$ cat src/pllcc_consts.vh
// Purpose: Constants for the PLL clock control block
// Assumes: Byte addresses on a 32-bit register port
// Notes: Counts are in oscillator or system clock ticks
`ifndef PLLCC_CONSTS_VH
`define PLLCC_CONSTS_VH
// Register byte offsets
`define PLLCC_OFS_GCC 8'h00
`define PLLCC_OFS_GSTAT 8'h04
`define PLLCC_OFS_SYSEXC 8'h08
`define PLLCC_OFS_STATE 8'h0C
// Global clock control fields
`define PLLCC_BIT_RST_FAIL_EN 15
`define PLLCC_BIT_TMR_SEL 14
`define PLLCC_BIT_FLASH_WE 4
`define PLLCC_BIT_MULT 3
`define PLLCC_DIV_MSB 2
`define PLLCC_DIV_RESET 3'h7
`define PLLCC_MULT_RESET 1'b1
// Status fields
`define PLLCC_BIT_OSC_FAIL 1
`define PLLCC_BIT_CLK_RST 14
// Timing counts
`define PLLCC_DELAY_OSC_CYCLES 4096
`define PLLCC_EXTEND_CYCLES 8
`define PLLCC_WAIT_STATES 3
`define PLLCC_SYNC_CYCLES 2
`endif

$ cat src/pllcc_clock_control.v
// Purpose: Clock control: start-up delay, prescaler, halt, failure reset
// Assumes: Oscillator and VCO edges arrive as one-cycle tick inputs
// Notes: All outputs are registered; reserved bits read as zero
//   The sequencer is one-hot: count, extend, run, halt and sync.
//   The delay counter advances on oscillator ticks only, so it keeps
//   counting while the system clock enable is held low.
//   The clock enable is cut on the edge that leaves extend or run,
//   so no short system clock period reaches the core.
//   A new divisor is taken only at the end of a prescaler period or while the clocks are stopped.
//   A monitor pause during the count clears the count and restarts it.
//   A failure seen in halt is ignored: the oscillator is off on purpose.
//   With the failure reset enabled, a failure re-enters the count with
//   the reset pending, so extend runs before the core is released.
//   Wait states are flagged on BUS_WAIT; the write itself never stalls.
//
// Contract
// - Failure with reset enabled causes system reset
// - Enable clear: no reset, failure flag pollable
// - Failure reset sets clock-monitor reset flag
// - Each control write inserts three wait states
// - Reserved control bits ignore writes, read zero
// - Flash config bit gates flash register writes
// - Multiplier select resets set, meaning times four
// - Prescale divisor changes without clock glitch
// - Prescale field resets to divide-by-eight
// - PLL runs once oscillator starts switching
// - Count 4096 oscillator cycles before reset release
// - Oscillator pause restarts the full delay count
// - Hold resets eight more system clock cycles
// - Halt shuts off oscillator and PLL
// - Halt exit waits full delay before clocks
// - CPU runs only without wait requests
// - Oscillator recovery repeats the halt-exit restart; the code restarts only with failure reset enabled or during the count
// - Multiplier change stops clock, clears delay counter
// - Clock restarts after 4096 counted cycles
// - Halt grounds input, opens bias, floats output
// - Bypass pin selects oscillator or gated VCO
// - Failure flag sticks until cleared or reset
`include "pllcc_consts.vh"

module pllcc_clock_control #(
  parameter DELAY_CYCLES = `PLLCC_DELAY_OSC_CYCLES,
  parameter EXTEND_CYCLES = `PLLCC_EXTEND_CYCLES,
  parameter SYNC_CYCLES = `PLLCC_SYNC_CYCLES
) (
  input wire CLOCK,
  input wire RST_N,
  input wire OSC_TICK,
  input wire VCO_TICK,
  input wire OSC_FAIL_DET,
  input wire PLL_BYPASS_PIN,
  input wire HALT_REQ,
  input wire EXT_RESET_N_IN,
  input wire WAIT_REQ,
  input wire [7:0] REG_ADDR,
  input wire [31:0] REG_WDATA,
  input wire REG_WR,
  input wire REG_RD,
  output reg [31:0] REG_RDATA,
  output reg BUS_WAIT,
  output reg SYSTEM_CLOCK_EN,
  output reg CPU_RUN,
  output reg SYS_RESET_N,
  output reg RESET_N_OUT,
  output reg MULT_SEL,
  output reg FLASH_CFG_WE,
  output reg TIMER_CLK_SEL,
  output reg OSC_ENABLE,
  output reg PLL_ENABLE,
  output reg OSC_IN_GROUND,
  output reg BIAS_OPEN,
  output reg OSC_OUT_OE_N
);

  // One-hot sequencer states
  localparam [4:0] ST_COUNT = 5'h01;
  localparam [4:0] ST_EXTEND = 5'h02;
  localparam [4:0] ST_RUN = 5'h04;
  localparam [4:0] ST_HALT = 5'h08;
  localparam [4:0] ST_SYNC = 5'h10;

  // Last values of each counter, cut to the counter width on purpose
  localparam integer DELAY_LAST_I = DELAY_CYCLES - 1;
  localparam integer EXT_LAST_I = EXTEND_CYCLES - 1;
  localparam integer SYNC_LAST_I = SYNC_CYCLES - 1;
  localparam integer WAIT_LAST_I = `PLLCC_WAIT_STATES - 1;
  localparam [12:0] DELAY_LAST = DELAY_LAST_I[12:0];
  localparam [3:0] EXT_LAST = EXT_LAST_I[3:0];
  localparam [1:0] SYNC_LAST = SYNC_LAST_I[1:0];
  localparam [1:0] WAIT_LAST = WAIT_LAST_I[1:0];

  // Sequencer state and counters
  reg [4:0] state_ff, nxt_state;
  reg [12:0] delay_cnt_ff, nxt_delay_cnt;
  reg [3:0] ext_cnt_ff, nxt_ext_cnt;
  reg [1:0] sync_cnt_ff, nxt_sync_cnt;
  reg rst_pending_ff, nxt_rst_pending;
  reg fail_reset;

  // Control register copies not seen on a port
  reg rst_fail_en_ff;
  reg [2:0] div_field_ff;

  // Prescaler divisor in use and its tick count
  reg [2:0] div_active_ff;
  reg [2:0] pre_cnt_ff;

  // Sticky status flags
  reg osc_fail_ff;
  reg clk_rst_ff;

  // Wait state counter after a control write
  reg [1:0] wait_cnt_ff;
  reg wait_busy_ff;

  // Register write decodes
  wire wr_gcc = REG_WR && (REG_ADDR == `PLLCC_OFS_GCC);
  wire wr_gstat = REG_WR && (REG_ADDR == `PLLCC_OFS_GSTAT);
  wire wr_sysexc = REG_WR && (REG_ADDR == `PLLCC_OFS_SYSEXC);
  wire mult_change = wr_gcc && (REG_WDATA[`PLLCC_BIT_MULT] != MULT_SEL);

  // One-hot state decodes
  wire in_count = state_ff[0];
  wire in_extend = state_ff[1];
  wire in_run = state_ff[2];
  wire in_halt = state_ff[3];

  // Clock enable is live only in extend and run
  wire clocks_on = in_run || in_extend;
  wire nxt_clocks_on = nxt_state[2] || nxt_state[1];

  // Prescaler source and period end
  wire src_tick = PLL_BYPASS_PIN ? OSC_TICK : (VCO_TICK && clocks_on);
  wire sys_tick = clocks_on && src_tick && (pre_cnt_ff >= div_active_ff);

  // Oscillator monitor and reset holds
  wire osc_fail_now = OSC_FAIL_DET && !in_halt;
  wire reset_hold = rst_pending_ff || !EXT_RESET_N_IN;

  // Sequencer next state
  always @* begin
    nxt_state = state_ff;
    nxt_delay_cnt = delay_cnt_ff;
    nxt_ext_cnt = ext_cnt_ff;
    nxt_sync_cnt = sync_cnt_ff;
    nxt_rst_pending = rst_pending_ff;
    fail_reset = 1'b0;
    case (state_ff)
      // Count oscillator ticks; a monitor pause restarts the count
      ST_COUNT: begin
        if (osc_fail_now) begin
          nxt_delay_cnt = 13'h0000;
        end else if (OSC_TICK) begin
          if (delay_cnt_ff == DELAY_LAST) begin
            nxt_delay_cnt = 13'h0000;
            nxt_ext_cnt = 4'h0;
            nxt_state = rst_pending_ff ? ST_EXTEND : ST_RUN;
          end else begin
            nxt_delay_cnt = delay_cnt_ff + 13'h0001;
          end
        end
      end
      // Hold resets for the extra system clock periods
      ST_EXTEND: begin
        if (sys_tick && ext_cnt_ff != EXT_LAST) begin
          nxt_ext_cnt = ext_cnt_ff + 4'h1;
        end else if (ext_cnt_ff == EXT_LAST && sys_tick && EXT_RESET_N_IN) begin
          nxt_rst_pending = 1'b0;
          nxt_state = ST_RUN;
        end
      end
      // Running: halt or a multiplier change stops the clocks
      ST_RUN: begin
        if (HALT_REQ) begin
          nxt_state = ST_HALT;
        end else if (mult_change) begin
          nxt_sync_cnt = 2'h0;
          nxt_state = ST_SYNC;
        end
      end
      // Oscillator and PLL off until the halt request drops
      ST_HALT: begin
        if (!HALT_REQ) begin
          nxt_delay_cnt = 13'h0000;
          nxt_state = ST_COUNT;
        end
      end
      // Synchronising cycles before the delay count restarts
      ST_SYNC: begin
        if (sync_cnt_ff == SYNC_LAST) begin
          nxt_delay_cnt = 13'h0000;
          nxt_state = ST_COUNT;
        end else begin
          nxt_sync_cnt = sync_cnt_ff + 2'h1;
        end
      end
      default: begin
        nxt_state = ST_COUNT;
        nxt_delay_cnt = 13'h0000;
      end
    endcase
    // Failure with reset enabled restarts as after halt
    if (osc_fail_now && rst_fail_en_ff && !in_count) begin
      fail_reset = 1'b1;
      nxt_rst_pending = 1'b1;
      nxt_delay_cnt = 13'h0000;
      nxt_state = ST_COUNT;
    end
    // A failure during the count only re-arms the reset
    if (osc_fail_now && rst_fail_en_ff && in_count) begin
      fail_reset = 1'b1;
      nxt_rst_pending = 1'b1;
    end
  end

  // Sequencer registers
  always @(posedge CLOCK) begin
    if (!RST_N) begin
      state_ff <= ST_COUNT;
      delay_cnt_ff <= 13'h0000;
      ext_cnt_ff <= 4'h0;
      sync_cnt_ff <= 2'h0;
      rst_pending_ff <= 1'b1;
    end else begin
      state_ff <= nxt_state;
      delay_cnt_ff <= nxt_delay_cnt;
      ext_cnt_ff <= nxt_ext_cnt;
      sync_cnt_ff <= nxt_sync_cnt;
      rst_pending_ff <= nxt_rst_pending;
    end
  end

  // Control register fields; reserved bits are dropped
  always @(posedge CLOCK) begin
    if (!RST_N) begin
      rst_fail_en_ff <= 1'b0;
      TIMER_CLK_SEL <= 1'b0;
      FLASH_CFG_WE <= 1'b0;
      MULT_SEL <= `PLLCC_MULT_RESET;
      div_field_ff <= `PLLCC_DIV_RESET;
    end else if (wr_gcc) begin
      rst_fail_en_ff <= REG_WDATA[`PLLCC_BIT_RST_FAIL_EN];
      TIMER_CLK_SEL <= REG_WDATA[`PLLCC_BIT_TMR_SEL];
      FLASH_CFG_WE <= REG_WDATA[`PLLCC_BIT_FLASH_WE];
      MULT_SEL <= REG_WDATA[`PLLCC_BIT_MULT];
      div_field_ff <= REG_WDATA[`PLLCC_DIV_MSB:0];
    end
  end

  // Three wait states after each control write
  always @(posedge CLOCK) begin
    if (!RST_N) begin
      wait_cnt_ff <= 2'h0;
      wait_busy_ff <= 1'b0;
      BUS_WAIT <= 1'b0;
    end else if (wr_gcc) begin
      wait_cnt_ff <= 2'h0;
      wait_busy_ff <= 1'b1;
      BUS_WAIT <= 1'b1;
    end else if (wait_busy_ff && wait_cnt_ff == WAIT_LAST) begin
      wait_busy_ff <= 1'b0;
      BUS_WAIT <= 1'b0;
    end else if (wait_busy_ff) begin
      wait_cnt_ff <= wait_cnt_ff + 2'h1;
    end
  end

  // Prescaler: new divisor loads at a period boundary or while the clocks are stopped
  always @(posedge CLOCK) begin
    if (!RST_N) begin
      pre_cnt_ff <= 3'h0;
      div_active_ff <= `PLLCC_DIV_RESET;
      SYSTEM_CLOCK_EN <= 1'b0;
    end else begin
      // Cut the enable on the edge that stops the clocks
      SYSTEM_CLOCK_EN <= sys_tick && nxt_clocks_on;
      // Clear the count and load the divisor while the clocks are stopped
      if (!clocks_on) begin
        pre_cnt_ff <= 3'h0;
        div_active_ff <= div_field_ff;
      end else if (sys_tick) begin
        pre_cnt_ff <= 3'h0;
        div_active_ff <= div_field_ff;
      end else if (src_tick) begin
        pre_cnt_ff <= pre_cnt_ff + 3'h1;
      end
    end
  end

  // Oscillator failure flag; a set beats a clear in the same cycle
  always @(posedge CLOCK) begin
    if (!RST_N) begin
      osc_fail_ff <= 1'b0;
    end else if (osc_fail_now) begin
      osc_fail_ff <= 1'b1;
    end else if (fail_reset || (!EXT_RESET_N_IN)) begin
      osc_fail_ff <= 1'b0;
    end else if (wr_gstat && REG_WDATA[`PLLCC_BIT_OSC_FAIL]) begin
      osc_fail_ff <= 1'b0;
    end
  end

  // Clock-monitor reset flag; a set beats a clear, cleared by writing zero
  always @(posedge CLOCK) begin
    if (!RST_N) begin
      clk_rst_ff <= 1'b0;
    end else if (fail_reset) begin
      clk_rst_ff <= 1'b1;
    end else if (wr_sysexc && !REG_WDATA[`PLLCC_BIT_CLK_RST]) begin
      clk_rst_ff <= 1'b0;
    end
  end

  // Internal and external reset outputs move together
  always @(posedge CLOCK) begin
    if (!RST_N) begin
      SYS_RESET_N <= 1'b0;
      RESET_N_OUT <= 1'b0;
    end else begin
      SYS_RESET_N <= !reset_hold;
      RESET_N_OUT <= !reset_hold;
    end
  end

  // Run enable: running state, no reset, no wait request
  always @(posedge CLOCK) begin
    if (!RST_N) begin
      CPU_RUN <= 1'b0;
    end else begin
      CPU_RUN <= in_run && !reset_hold && !WAIT_REQ;
    end
  end

  // Oscillator, PLL and pin controls follow the next state
  always @(posedge CLOCK) begin
    if (!RST_N) begin
      OSC_ENABLE <= 1'b1;
      PLL_ENABLE <= 1'b0;
      OSC_IN_GROUND <= 1'b0;
      BIAS_OPEN <= 1'b0;
      OSC_OUT_OE_N <= 1'b0;
    end else begin
      OSC_ENABLE <= !nxt_state[3];
      PLL_ENABLE <= !nxt_state[3] && !PLL_BYPASS_PIN;
      OSC_IN_GROUND <= nxt_state[3];
      BIAS_OPEN <= nxt_state[3];
      OSC_OUT_OE_N <= nxt_state[3];
    end
  end

  // Read images of each register; reserved bits read as zero
  wire [31:0] gcc_word = {16'h0000, rst_fail_en_ff, TIMER_CLK_SEL, 9'h000,
    FLASH_CFG_WE, MULT_SEL, div_field_ff};
  wire [31:0] gstat_word = {30'h00000000, osc_fail_ff, 1'b0};
  wire [31:0] sysexc_word = {17'h00000, clk_rst_ff, 14'h0000};
  wire [31:0] state_word = {11'h000, state_ff, 3'h0, delay_cnt_ff};

  // Register read port, data one cycle after the strobe
  always @(posedge CLOCK) begin
    if (!RST_N) begin
      REG_RDATA <= 32'h00000000;
    end else if (REG_RD) begin
      case (REG_ADDR)
        `PLLCC_OFS_GCC: REG_RDATA <= gcc_word;
        `PLLCC_OFS_GSTAT: REG_RDATA <= gstat_word;
        `PLLCC_OFS_SYSEXC: REG_RDATA <= sysexc_word;
        `PLLCC_OFS_STATE: REG_RDATA <= state_word;
        default: REG_RDATA <= 32'h00000000;
      endcase
    end else begin
      REG_RDATA <= 32'h00000000;
    end
  end

endmodule

$ cat config.mk
export PLATFORM = sky130hd
export DESIGN_NAME = pllcc_clock_control
export DESIGN_NICKNAME = d
export VERILOG_FILES = /design/src/pllcc_clock_control.v
export VERILOG_INCLUDE_DIRS = /design/src /design/src/src
export SDC_FILE = /design/constraint.sdc
export NUM_CORES = 1
export LEC_CHECK = 0
export BUFFER_PORTS_ARGS = -buffer_cell sky130_fd_sc_hd__buf_2
export CELL_PAD_IN_SITES_DETAIL_PLACEMENT = 0
export CELL_PAD_IN_SITES_GLOBAL_PLACEMENT = 1
export CORE_UTILIZATION = 36
export CTS_CLUSTER_SIZE = 25
export DETAILED_ROUTE_END_ITERATION = 16
export PLACE_DENSITY = 0.74
export SLEW_MARGIN = 20
export SYNTH_ARGS = -nofsm -noshare
export SYNTH_HDL_FRONTEND = slang
export SYNTH_SLANG_ARGS = --single-unit
$ cat constraint.sdc
create_clock -name CLOCK -period 3.28 [get_ports CLOCK]
set_input_delay 0.328 -clock CLOCK [delete_from_list [all_inputs] [get_ports CLOCK]]
set_output_delay 0.328 -clock CLOCK [all_outputs]
set_load 0.005 [all_outputs]
==> run metrics, run 1 <==
vias in the first global route=2,424; setup ws final=0.7551 ns; worst-path cell chain=or3_4, nor4b_1, nand2_1, a2111oi_0, a31o_2; post-place setup slack=0.7841 ns; clk buf depth=2; clock slew at reported path FFs=0.08 ns; CTS H-Tree Depth=3; startpoint types=flip-flop; P_leak=1.555 nW; Post-DP HPWL=5429 µm; peak supply drop=202.7 µV; max_cap viols=0; setup bufs post-CTS=0; critical setup path kind=flip-flop to flip-flop; Worst Tran Pin Value=0.7977 ns; fin crit share=76.98%; Die Area=0.009140 mm²; drt pass-1 iters=4; Hold-fix buffers, CTS=0; Synth Flop Type=dfxtp_1; hold path depth=2; Final #Nets=482; Final Hold Vio Count=0; Ys Warns=0; pin count of the biggest net entering global routing=21; P per Cell Area=456.0 mW/mm²; row cnt=33; hold crit path type=input pin to flip-flop; FF-to-FF setup slack=0.76 ns; Max Fclk=396.1 MHz; Seq/Total Area, Yosys=43.16%; area taken by multi-input logic gates=0.001630 mm²; Worst Skew=0.008032 ns; I/O Buffers=58; Met2 Wirelength=3271 µm; commonest non-fill, non-tap cell in the layout=dfxtp_1; Arr. time, crit path=2.82 ns; CTS sink cnt=68; Yosys reg bits=68; Post-synth EDFFs=0; detailed-route DRC error count=0; Netlist Area Pre-Place=0.003154 mm²; FILL cells=862; die height=95.61 µm; slowest CP cell=nor4b_1; Skew-Pair Late Insertion Delay=0.35 ns; Slew headroom=46.07%; Syn Inst Count=366; worst hold start=WAIT_REQ; Tmin final=2.525 ns; gr usage total=17.53%; layout cell share with drive strength beyond 1=20.33%; M1 WL=3649 µm; status=finished, final reports clean; # resized after CTS=0; Critical Path Sink Type=flip-flop; # IOs=96; DR iter-0 viols=144; Inserted Diodes=0; Post-synth ARST share=0%; maximum fanout along the worst path=14; final estimated routing congestion in global placement=0.8775; vias=2,751; Reg2Reg Depth=5; Setup-failing EPs final=0; Die X=95.61 µm; drt total wl=7510 µm; routed length per instance=14.09 µm; most frequent cells in the layout=68 x dfxtp_1, 58 x buf_2, 38 x nor2_1; Crit path largest cell delay=0.67 ns; Layout area overhead=17.53%; RSZ-0062 raised after global routing=false; Sequential Area=0.001361 mm²; RR Endpoint=ext_cnt_ff[2]$_SDFFE_PN0P_; final max-slew violation count=0; CTS tree=built; Worst Hold End=CPU_RUN$_SDFF_PN0_; Antenna Violating Nets Remaining=0; Critical R2R Launch=state_ff[3]$_SDFF_PN0_; first-pass GRT wire length=12,130 µm; Via density=5.161; Avg Cell Area, Syn=8.618 µm²; antenna violations before repair=0; met3 wire len=455 µm; effective utilization at floorplan=37.82%; required time worst endpoint=3.58 ns; GRT Residual Overflow=0; total negative slack=0 ns; core footprint=0.008341 mm²; uppermost layer routed=met4; total clock buffers created by CTS=9; CTS root buf=clkbuf_8; Synth cell types=55
==> report_power, final <==
group	switching (W)	total (W)	internal, W
logic	0.0000483	0.0000774	0.0000290
registers	0.00000269	0.000830	0.000828
clock network	0.000350	0.000783	0.000433
total	0.000401	0.00169	0.00129
==> registers in the layout, summed over array words and instances, names as in the netlist, 2 cells and up <==
signal	cells
REG_RDATA	20
pre_cnt_ff	3
sync_cnt_ff	2
state_ff	5
delay_cnt_ff	13
div_field_ff	3
div_active_ff	3
ext_cnt_ff	4
wait_cnt_ff	2
==> per-layer routing <==
layer,track usage (%),vias to the layer above
met1,23.89,1256
met2,26.96,92
met4,7.463,0
li1,-,1392
met3,3.270,11
met5,0,-
==> worst max-delay path by stage <==
stage	end	from	depth (start not counted)
5_1_grt	ext_cnt_ff[2]$_SDFFE_PN0P_	state_ff[3]$_SDFF_PN0_	5
2_1_floorplan	delay_cnt_ff[4]$_SDFFE_PP0P_	state_ff[1]$_SDFF_PN0_	7
3_5_place_dp	ext_cnt_ff[2]$_SDFFE_PN0P_	state_ff[3]$_SDFF_PN0_	5
4_1_cts	ext_cnt_ff[2]$_SDFFE_PN0P_	state_ff[3]$_SDFF_PN0_	5
3_3_place_gp	ext_cnt_ff[2]$_SDFFE_PN0P_	state_ff[3]$_SDFF_PN0_	5
6_report	ext_cnt_ff[2]$_SDFFE_PN0P_	state_ff[3]$_SDFF_PN0_	5
==> cells by family (layout without fill, tap and decap cells) <==
group | Yosys count | count (layout) | synth area share, %
xor gates and xnor gates | 7 | 7 | 1.944
other | 1 | 12 | 0.1189
muxes | 14 | 14 | 4.443
adders and majority gates | 8 | 8 | 3.173
buffers and inverters | 37 | 88 | 6.466
DFF | 68 | 68 | 43.16
and+or+nand+nor | 160 | 160 | 25.94
AOI/OAI and AO/OA | 71 | 71 | 14.76
==> synth_stat cells, drive strengths merged, types with 3 or more instances <==
| library cell | n | share of area (%) |
|---|---|---|
| buf | 19 | 4.3 |
| nor2b | 5 | 0.99 |
| mux2i | 14 | 4.4 |
| o21ai | 13 | 2.1 |
| inv | 8 | 0.95 |
| xnor2 | 5 | 1.4 |
| nor3 | 13 | 2.1 |
| nand2 | 37 | 4.4 |
| o211ai | 3 | 0.71 |
| ha | 8 | 3.2 |
| or3 | 8 | 1.7 |
| nor2 | 38 | 4.5 |
| clkbuf | 9 | 1.1 |
| nand3 | 11 | 1.7 |
| nand2b | 6 | 1.2 |
| a21oi | 22 | 3.6 |
| and2 | 15 | 3.0 |
| a22oi | 4 | 0.95 |
| a31oi | 3 | 0.60 |
| nand4 | 6 | 1.2 |
| nand3b | 6 | 1.4 |
| o21a | 4 | 0.95 |
| dfxtp | 68 | 43 |
| o22ai | 4 | 0.79 |
==> cell type report <==
cell class | count | area share [%]
flip-flops and latches | 68 | 36.72
well taps | 105 | 3.544
clock inverters | 7 | 2.666
multi-input cells | 272 | 43.98
inverters | 9 | 0.9112
clock buffers | 9 | 3.341
repair buffers | 63 | 8.842
==> worst max-delay path, delay by kind of cell (launching register included) <==
kind            cells  cell delay [ns]
simple gates        3             1.39
compound gates      2             0.64
flops               1             0.46
==> per-stage QoR <==
stage | utilization (%) | hold slack, ns | instance area (µm²) | power (W) | cells
finish | 44.45 | 0.1312 | 3707 | 0.001690 | 533
global route | 44.45 | 0.1420 | 3707 | 0.001765 | 533
floorplan | - | 0.4071 | 3196 | 0.0009039 | 377
CTS | 44.45 | 0.1206 | 3707 | 0.001708 | 533
global placement | 41.78 | 0.4547 | 3485 | 0.0009274 | 517
detailed placement | 41.78 | 0.4583 | 3485 | 0.0009270 | 517
Note: power is estimated with default switching activity, not from simulation.
==> inputs of run 2 (changes only) <==
--- a/config.mk
+++ b/config.mk
@@ -6,13 +6,14 @@
 export SDC_FILE = /design/constraint.sdc
 export NUM_CORES = 1
 export LEC_CHECK = 0
+export ABC_AREA = 1
 export BUFFER_PORTS_ARGS = -buffer_cell sky130_fd_sc_hd__buf_2
 export CELL_PAD_IN_SITES_DETAIL_PLACEMENT = 0
 export CELL_PAD_IN_SITES_GLOBAL_PLACEMENT = 1
-export CORE_UTILIZATION = 36
+export CORE_UTILIZATION = 33
 export CTS_CLUSTER_SIZE = 25
 export DETAILED_ROUTE_END_ITERATION = 16
-export PLACE_DENSITY = 0.74
+export PLACE_DENSITY = 0.73
 export SLEW_MARGIN = 20
 export SYNTH_ARGS = -nofsm -noshare
 export SYNTH_HDL_FRONTEND = slang
==> constraint.sdc (replaced) <==
create_clock -name CLOCK -period 2.2 [get_ports CLOCK]
set_input_delay 0.22 -clock CLOCK [delete_from_list [all_inputs] [get_ports CLOCK]]
set_output_delay 0.22 -clock CLOCK [all_outputs]
set_load 0.005 [all_outputs]
==> run 2 against run 1 <==
Against the previous run:
- first-iteration DRC count is 6.9% lower
- worst setup slack got worse by 0.57 ns
- total power is 81% higher
- global-route usage is 0.81 points lower
- utilization decreased by 4.3 points
- hold slack got worse by 0.11 ns
- combinational power increased to 7.6 times the previous value
- maximum frequency grew 25%
- final cell count is 24% higher
- cell area up 5.9%
==> run metrics, run 2 <==
gr usage total=16.71% (-0.81 points); slowest CP cell=dfxtp_1; detailed-route DRC error count=0 (unchanged); total negative slack=0 ns (unchanged); Crit path largest cell delay=0.40 ns (-0.27 ns); Avg Cell Area, Syn=7.285 µm² (-15%); Tmin final=2.014 ns (-0.5110 ns); row cnt=36 (+9.1%); Max Fclk=496.6 MHz (+25%); post-synth top area share=40.98% (-2.2 points); die height=102.3 µm (+7.0%); total clock buffers created by CTS=9 (unchanged); Cell Int Power=0.002139 W (+66%); drt pass-1 iters=4 (unchanged); sw frac=29.95% (+6.3 points); startpoint types=flip-flop; CTS sink cnt=68 (unchanged); clock power share=37.2% (-9.1 points); Reg with most FFs=REG_RDATA; Largest register FFs=20 (unchanged); vias=3,058 (+11%); Yosys reg bits=68 (unchanged); Skew-Pair Late Insertion Delay=0.35 ns (about the same); first-pass GRT wire length=12,930 µm (+6.6%); vias in the first global route=2,700 (+11%); status=finished, final reports clean; synth cell count leaders=93 x nand2_1, 68 x dfxtp_1, 57 x inv_1; P_leak=1.766 nW (+14%); clk buf depth=2 (unchanged); Via density=4.640 (-10%); clock slew at reported path FFs=0.07 ns (about the same); routed length per instance=12.46 µm (-12%); critical setup path kind=flip-flop to flip-flop; Synth Flop Type=dfxtp_1; Final #Nets=580 (+20%); core footprint=0.009774 mm² (+17%); Netlist Area Pre-Place=0.003322 mm² (+5.3%); Setup-failing EPs final=0 (unchanged); Die Area=0.01047 mm² (+15%); final estimated routing congestion in global placement=0.8837 (+0.71%); most frequent cells in the layout=93 x nand2_1, 68 x dfxtp_1, 58 x buf_2; CTS root buf=clkbuf_8; Layout area overhead=18.15%; hold crit path type=input pin to flip-flop; Worst Skew=0.007419 ns (-0.0006128 ns); FILL cells=1,045 (+21%); commonest non-fill, non-tap cell in the layout=nand2_1; required time worst endpoint=2.43 ns (-1.15 ns); CTS tree=built; top-count cell post-synth=nand2_1; met3 wire len=371 µm (-18%); Hold-fix buffers, CTS=0 (unchanged); antenna violations before repair=0 (unchanged); Worst Path Buf+Inv=0 (unchanged); Logic pwr share=19.4% (+15 points); Seq/Total Area, Yosys=40.98% (-2.2 points); fin crit share=91.54% (+15 points); GRT Residual Overflow=0 (unchanged); Post-synth ARST share=0% (unchanged); # IOs=96 (unchanged); DR iter-0 viols=134 (-6.9%); worst-path cell chain=ha_1, nand2_1, nor2_1, nand2_1, nor2_1, nand3_1, o21ai_0, nor3_2; sequential power share=43.4% (-5.7 points); drt total wl=8213 µm (+9.4%); peak supply drop=273.5 µV (+35%); effective utilization at floorplan=33.99% (-3.8 points); final max-slew violation count=0 (unchanged); RSZ-0062 raised after global routing=false; Post-synth EDFFs=0 (unchanged); Arr. time, crit path=2.25 ns (-0.57 ns); maximum fanout along the worst path=5 (-9); Critical Path Sink Type=flip-flop; max_cap viols=0 (unchanged); CTS H-Tree Depth=3 (unchanged); largest area contributor in the netlist=dfxtp_1; Synth cell types=38 (-31%); leading post-synthesis cells by cell area=dfxtp_1 41%, nand2_1 11%, inv_1 6.4%; P_sw=0.0009143 W (+130%); Final Hold Vio Count=0 (unchanged); setup bufs post-CTS=0 (unchanged); # resized after CTS=0 (unchanged); Power Total=0.003053 W (+81%); layout cell share with drive strength beyond 1=19.39% (-0.94 points); pin count of the biggest net entering global routing=14 (-33%); I/O Buffers=58 (unchanged); uppermost layer routed=met4; Die X=102.3 µm (+7.0%); top flop regs=REG_RDATA: 20 flops, delay_cnt_ff: 13 flops, state_ff: 5 flops; Syn Inst Count=456 (+25%); Post-DP HPWL=6473 µm (+19%); Top delay family on crit path=simple AND/OR/NAND/NOR gates; M1 WL=3918 µm (+7.4%); Ys Warns=0 (unchanged); Antenna Violating Nets Remaining=0 (unchanged); Inserted Diodes=0 (unchanged); P per Cell Area=777.8 mW/mm² (+71%); Met2 Wirelength=3829 µm (+17%)
[run 2: cell types whose count changed after synthesis, sizes merged, moves of 7 or more]
cell    delta
nor3      +15
and2      -15
nand3     +24
inv       +51
nor2      +15
or3        -8
clkbuf     -7
a21oi     +10
mux2i     -14
nand2     +64
[run 2: path summary, 6_finish.rpt]
kind,end,from,cells after the start,slack [ns]
max,ext_cnt_ff[1]$_SDFFE_PN0P_,delay_cnt_ff[0]$_SDFFE_PP0P_,8,0.19
min,CPU_RUN$_SDFF_PN0_,WAIT_REQ,2,0.02
max reg2reg,ext_cnt_ff[1]$_SDFFE_PN0P_,delay_cnt_ff[0]$_SDFFE_PP0P_,8,0.19
min reg2reg,clk_rst_ff$_SDFFE_PN0P_,clk_rst_ff$_SDFFE_PN0P_,2,0.47
[run 2: logic make-up (layout without fill, tap and decap cells)]
group | after synthesis | in the layout | share of synthesized area (%)
AO/OA/AOI/OAI | 56 | 56 | 9.228
XOR/XNOR | 4 | 4 | 1.055
adder cells (fa/ha/maj) | 8 | 8 | 3.013
buffers and inverters | 81 | 140 | 11.45
flip-flops | 68 | 68 | 40.98
other | 1 | 12 | 0.1129
AND/OR/NAND/NOR | 238 | 238 | 34.16
[run 2: layout make-up]
cell class	instances	area [µm²]	area share [%]
well taps	133	166.4	4.240
flip-flops and latches	68	1361	34.68
inverters	62	237.7	6.057
clock inverters	4	72.57	1.849
multi-input cells	318	1622	41.31
repair buffers	62	320.3	8.161
clock buffers	12	145.1	3.698
[run 2: through the flow]
| step | setup WS (ns) | hold WS, ns | std cells | util [%] | cell area (µm²) |
|---|---|---|---|---|---|
| 2_1_floorplan | 0.6129 | 0.2915 | 467 | - | 3363 |
| 3_3_place_gp | 0.2766 | 0.3772 | 643 | 37.93 | 3707 |
| 3_5_place_dp | 0.2133 | 0.3828 | 643 | 37.93 | 3707 |
| 4_1_cts | 0.2033 | 0.005548 | 659 | 40.16 | 3925 |
| 5_1_grt | 0.01355 | 0.01930 | 659 | 40.16 | 3925 |
| 6_report | 0.1861 | 0.02224 | 659 | 40.16 | 3925 |
[run 2: layer usage]
layer / up-vias / GRT usage [%]
li1: 1588 / -
met1: 1398 / 21.57
met2: 64 / 26.43
met3: 8 / 4.514
met4: 0 / 6.703
met5: - / 0
[run 2: power groups by stage]
stage	logic, W	clock network (W)	registers (W)
2_1_floorplan	0.000474	0	0.00134
5_1_grt	0.000671	0.00123	0.00133
3_5_place_dp	0.000594	0	0.00135
3_3_place_gp	0.000587	0	0.00135
6_report	0.000592	0.00113	0.00133
4_1_cts	0.000594	0.00117	0.00133
[run 2: worst register-to-register path: stages (launching register included)]
cell     delay (ns)
dfxtp_1        0.40
ha_1           0.29
nand2_1        0.12
nor2_1         0.20
nand2_1        0.14
nor2_1         0.21
nand3_1        0.09
o21ai_0        0.36
nor3_2         0.09
==> inputs of run 3 (changes only) <==
--- a/config.mk
+++ b/config.mk
@@ -14,6 +14,7 @@
 export CTS_CLUSTER_SIZE = 25
 export DETAILED_ROUTE_END_ITERATION = 16
 export PLACE_DENSITY = 0.73
+export RECOVER_POWER = 25
 export SLEW_MARGIN = 20
 export SYNTH_ARGS = -nofsm -noshare
 export SYNTH_HDL_FRONTEND = slang
==> run 3 against run 2 <==
Against the previous run:
- final cell count is the same
- combinational power about the same
- global-route usage unchanged
- critical path depth is the same
- first-iteration DRC count increased by 3.0%
==> run metrics, run 3 (synthesis gave the netlist of run 2 again) <==
Post-DP HPWL=6473 µm (unchanged); DR iter-0 viols=138 (+3.0%); Largest register FFs=20 (unchanged); routed length per instance=12.46 µm (about the same); max_cap viols=0 (unchanged); Worst Hold End=CPU_RUN$_SDFF_PN0_; vias=3,055 (-0.098%); Reg with most FFs=REG_RDATA; CTS H-Tree Depth=3 (unchanged); Worst Path Buf+Inv=0 (unchanged); CTS sink cnt=68 (unchanged); required time worst endpoint=2.43 ns (about the same); Max Fclk=496.9 MHz (about the same); RR Endpoint=ext_cnt_ff[1]$_SDFFE_PN0P_; FF-to-FF setup slack=0.19 ns (about the same); # resized after CTS=0 (unchanged); detailed-route DRC error count=0 (unchanged); worst hold start=WAIT_REQ; Power Total=0.003051 W (about the same); pin count of the biggest net entering global routing=14 (unchanged); Finished Layout Cells=659 (unchanged); Skew-Pair Late Insertion Delay=0.35 ns (about the same); antenna violations before repair=0 (unchanged); Antenna Violating Nets Remaining=0 (unchanged); Arr. time, crit path=2.25 ns (about the same); gr usage total=16.71% (unchanged); Layout area overhead=17.18%; peak supply drop=274.4 µV (+0.33%); drt pass-1 iters=4 (unchanged); Via density=4.636 (about the same); CTS root buf=clkbuf_8; # IOs=96 (unchanged); slowest CP cell=dfxtp_1; Critical Path Sink Type=flip-flop; Post-Place Cells=643 (unchanged); Met2 Wirelength=3806 µm (-0.60%); post-place setup slack=0.2133 ns (unchanged); Reg2Reg Depth=8 (unchanged); met3 wire len=361 µm (-2.7%); maximum fanout along the worst path=5 (unchanged); status=finished, final reports clean; effective utilization at floorplan=33.99% (unchanged); setup bufs post-CTS=0 (unchanged); I/O Buffers=58 (unchanged); final estimated routing congestion in global placement=0.8837 (unchanged); hold path depth=2 (unchanged); hold crit path type=input pin to flip-flop; Crit path largest cell delay=0.40 ns (about the same); top flop regs=REG_RDATA: 20 flops, delay_cnt_ff: 13 flops, state_ff: 5 flops; layout cell share with drive strength beyond 1=17.49% (-1.9 points); die height=102.3 µm (unchanged); GRT Residual Overflow=0 (unchanged); Final Hold Vio Count=0 (unchanged); critical setup path kind=flip-flop to flip-flop; M1 WL=3902 µm (-0.41%); Worst Skew=0.007644 ns (+0.0002252 ns); first-pass GRT wire length=12,930 µm (unchanged); startpoint types=flip-flop; final max-slew violation count=0 (unchanged); RSZ-0062 raised after global routing=false; clock slew at reported path FFs=0.07 ns (about the same); Setup-failing EPs final=0 (unchanged); vias in the first global route=2,700 (unchanged); Tmin final=2.012 ns (-0.001541 ns); P per Cell Area=783.9 mW/mm² (+0.79%); total negative slack=0 ns (unchanged); Hold-fix buffers, CTS=0 (unchanged); total clock buffers created by CTS=9 (unchanged); fin crit share=91.47% (about the same); core footprint=0.009774 mm² (unchanged); P_leak=1.736 nW (-1.7%); drt total wl=8210 µm (about the same); setup ws final=0.1877 ns (+0.001541 ns); CTS tree=built; Die Area=0.01047 mm² (unchanged); Die X=102.3 µm (unchanged); row cnt=36 (unchanged); Final #Nets=580 (unchanged); uppermost layer routed=met4; clk buf depth=2 (unchanged); most frequent cells in the layout=94 x nand2_1, 68 x dfxtp_1, 58 x inv_1; Critical R2R Launch=delay_cnt_ff[0]$_SDFFE_PP0P_; commonest non-fill, non-tap cell in the layout=nand2_1; Inserted Diodes=0 (unchanged); Top delay family on crit path=simple AND/OR/NAND/NOR gates; worst-path cell chain=ha_1, nand2_1, nor2_1, nand2_1, nor2_1, nand3_1, o21ai_0, nor3_2
-- run 3: cell types whose count changed in the layout (fill, tap and decap cells not counted), moves of 2 or more --
| cell | change |
|---|---|
| clkbuf_1 | +6 |
| nor2_1 | +2 |
| buf_2 | -5 |
| nor2_4 | -2 |
-- run 3: worst max-delay path by stage --
stage | start | to | slack, ns | cells after the start
global placement | delay_cnt_ff[0]$_SDFFE_PP0P_ | ext_cnt_ff[1]$_SDFFE_PN0P_ | 0.28 | 8
finish | delay_cnt_ff[0]$_SDFFE_PP0P_ | ext_cnt_ff[1]$_SDFFE_PN0P_ | 0.19 | 8
global route | delay_cnt_ff[0]$_SDFFE_PP0P_ | ext_cnt_ff[0]$_SDFFE_PN0P_ | 0.01 | 8
CTS | delay_cnt_ff[0]$_SDFFE_PP0P_ | ext_cnt_ff[1]$_SDFFE_PN0P_ | 0.20 | 8
detailed placement | delay_cnt_ff[0]$_SDFFE_PP0P_ | ext_cnt_ff[1]$_SDFFE_PN0P_ | 0.21 | 8
floorplan | delay_cnt_ff[0]$_SDFFE_PP0P_ | ext_cnt_ff[1]$_SDFFE_PN0P_ | 0.61 | 8
-- run 3: through the flow --
step | cell area, µm² | hold WS [ns] | util [%]
after floorplan | 3363 | 0.2915 | -
after global placement | 3707 | 0.3772 | 37.93
after detailed placement | 3707 | 0.3828 | 37.93
after CTS | 3925 | 0.005548 | 40.16
after global routing | 3892 | 0.01930 | 39.82
final | 3892 | 0.02277 | 39.82
-- run 3: final cells by class --
type                    instances  area, µm²
fillers                      1048       5882
multi-input cells             318       1599
flip-flops and latches         68       1361
repair buffers                 62      310.3
inverters                      62      237.7
well taps                     133      166.4
clock buffers                  12      145.1
clock inverters                 4      72.57
-- run 3: where the power goes --
group          internal, W  switching (W)
Combinational     0.000190       0.000400
Clock             0.000668       0.000467
Sequential         0.00128      0.0000457
-- run 3: per-layer routing --
metal,track usage [%],up-vias
met3,4.514,11
met4,6.703,0
met2,26.43,65
met5,0,-
met1,21.57,1390
li1,-,1589
-- run 3: worst reg2reg max path: stages (launching register included) --
cell and delay, ns:
dfxtp_1 0.40, ha_1 0.29, nand2_1 0.12, nor2_1 0.20, nand2_1 0.14, nor2_1 0.21, nand3_1 0.09, o21ai_0 0.36
nor3_2 0.09
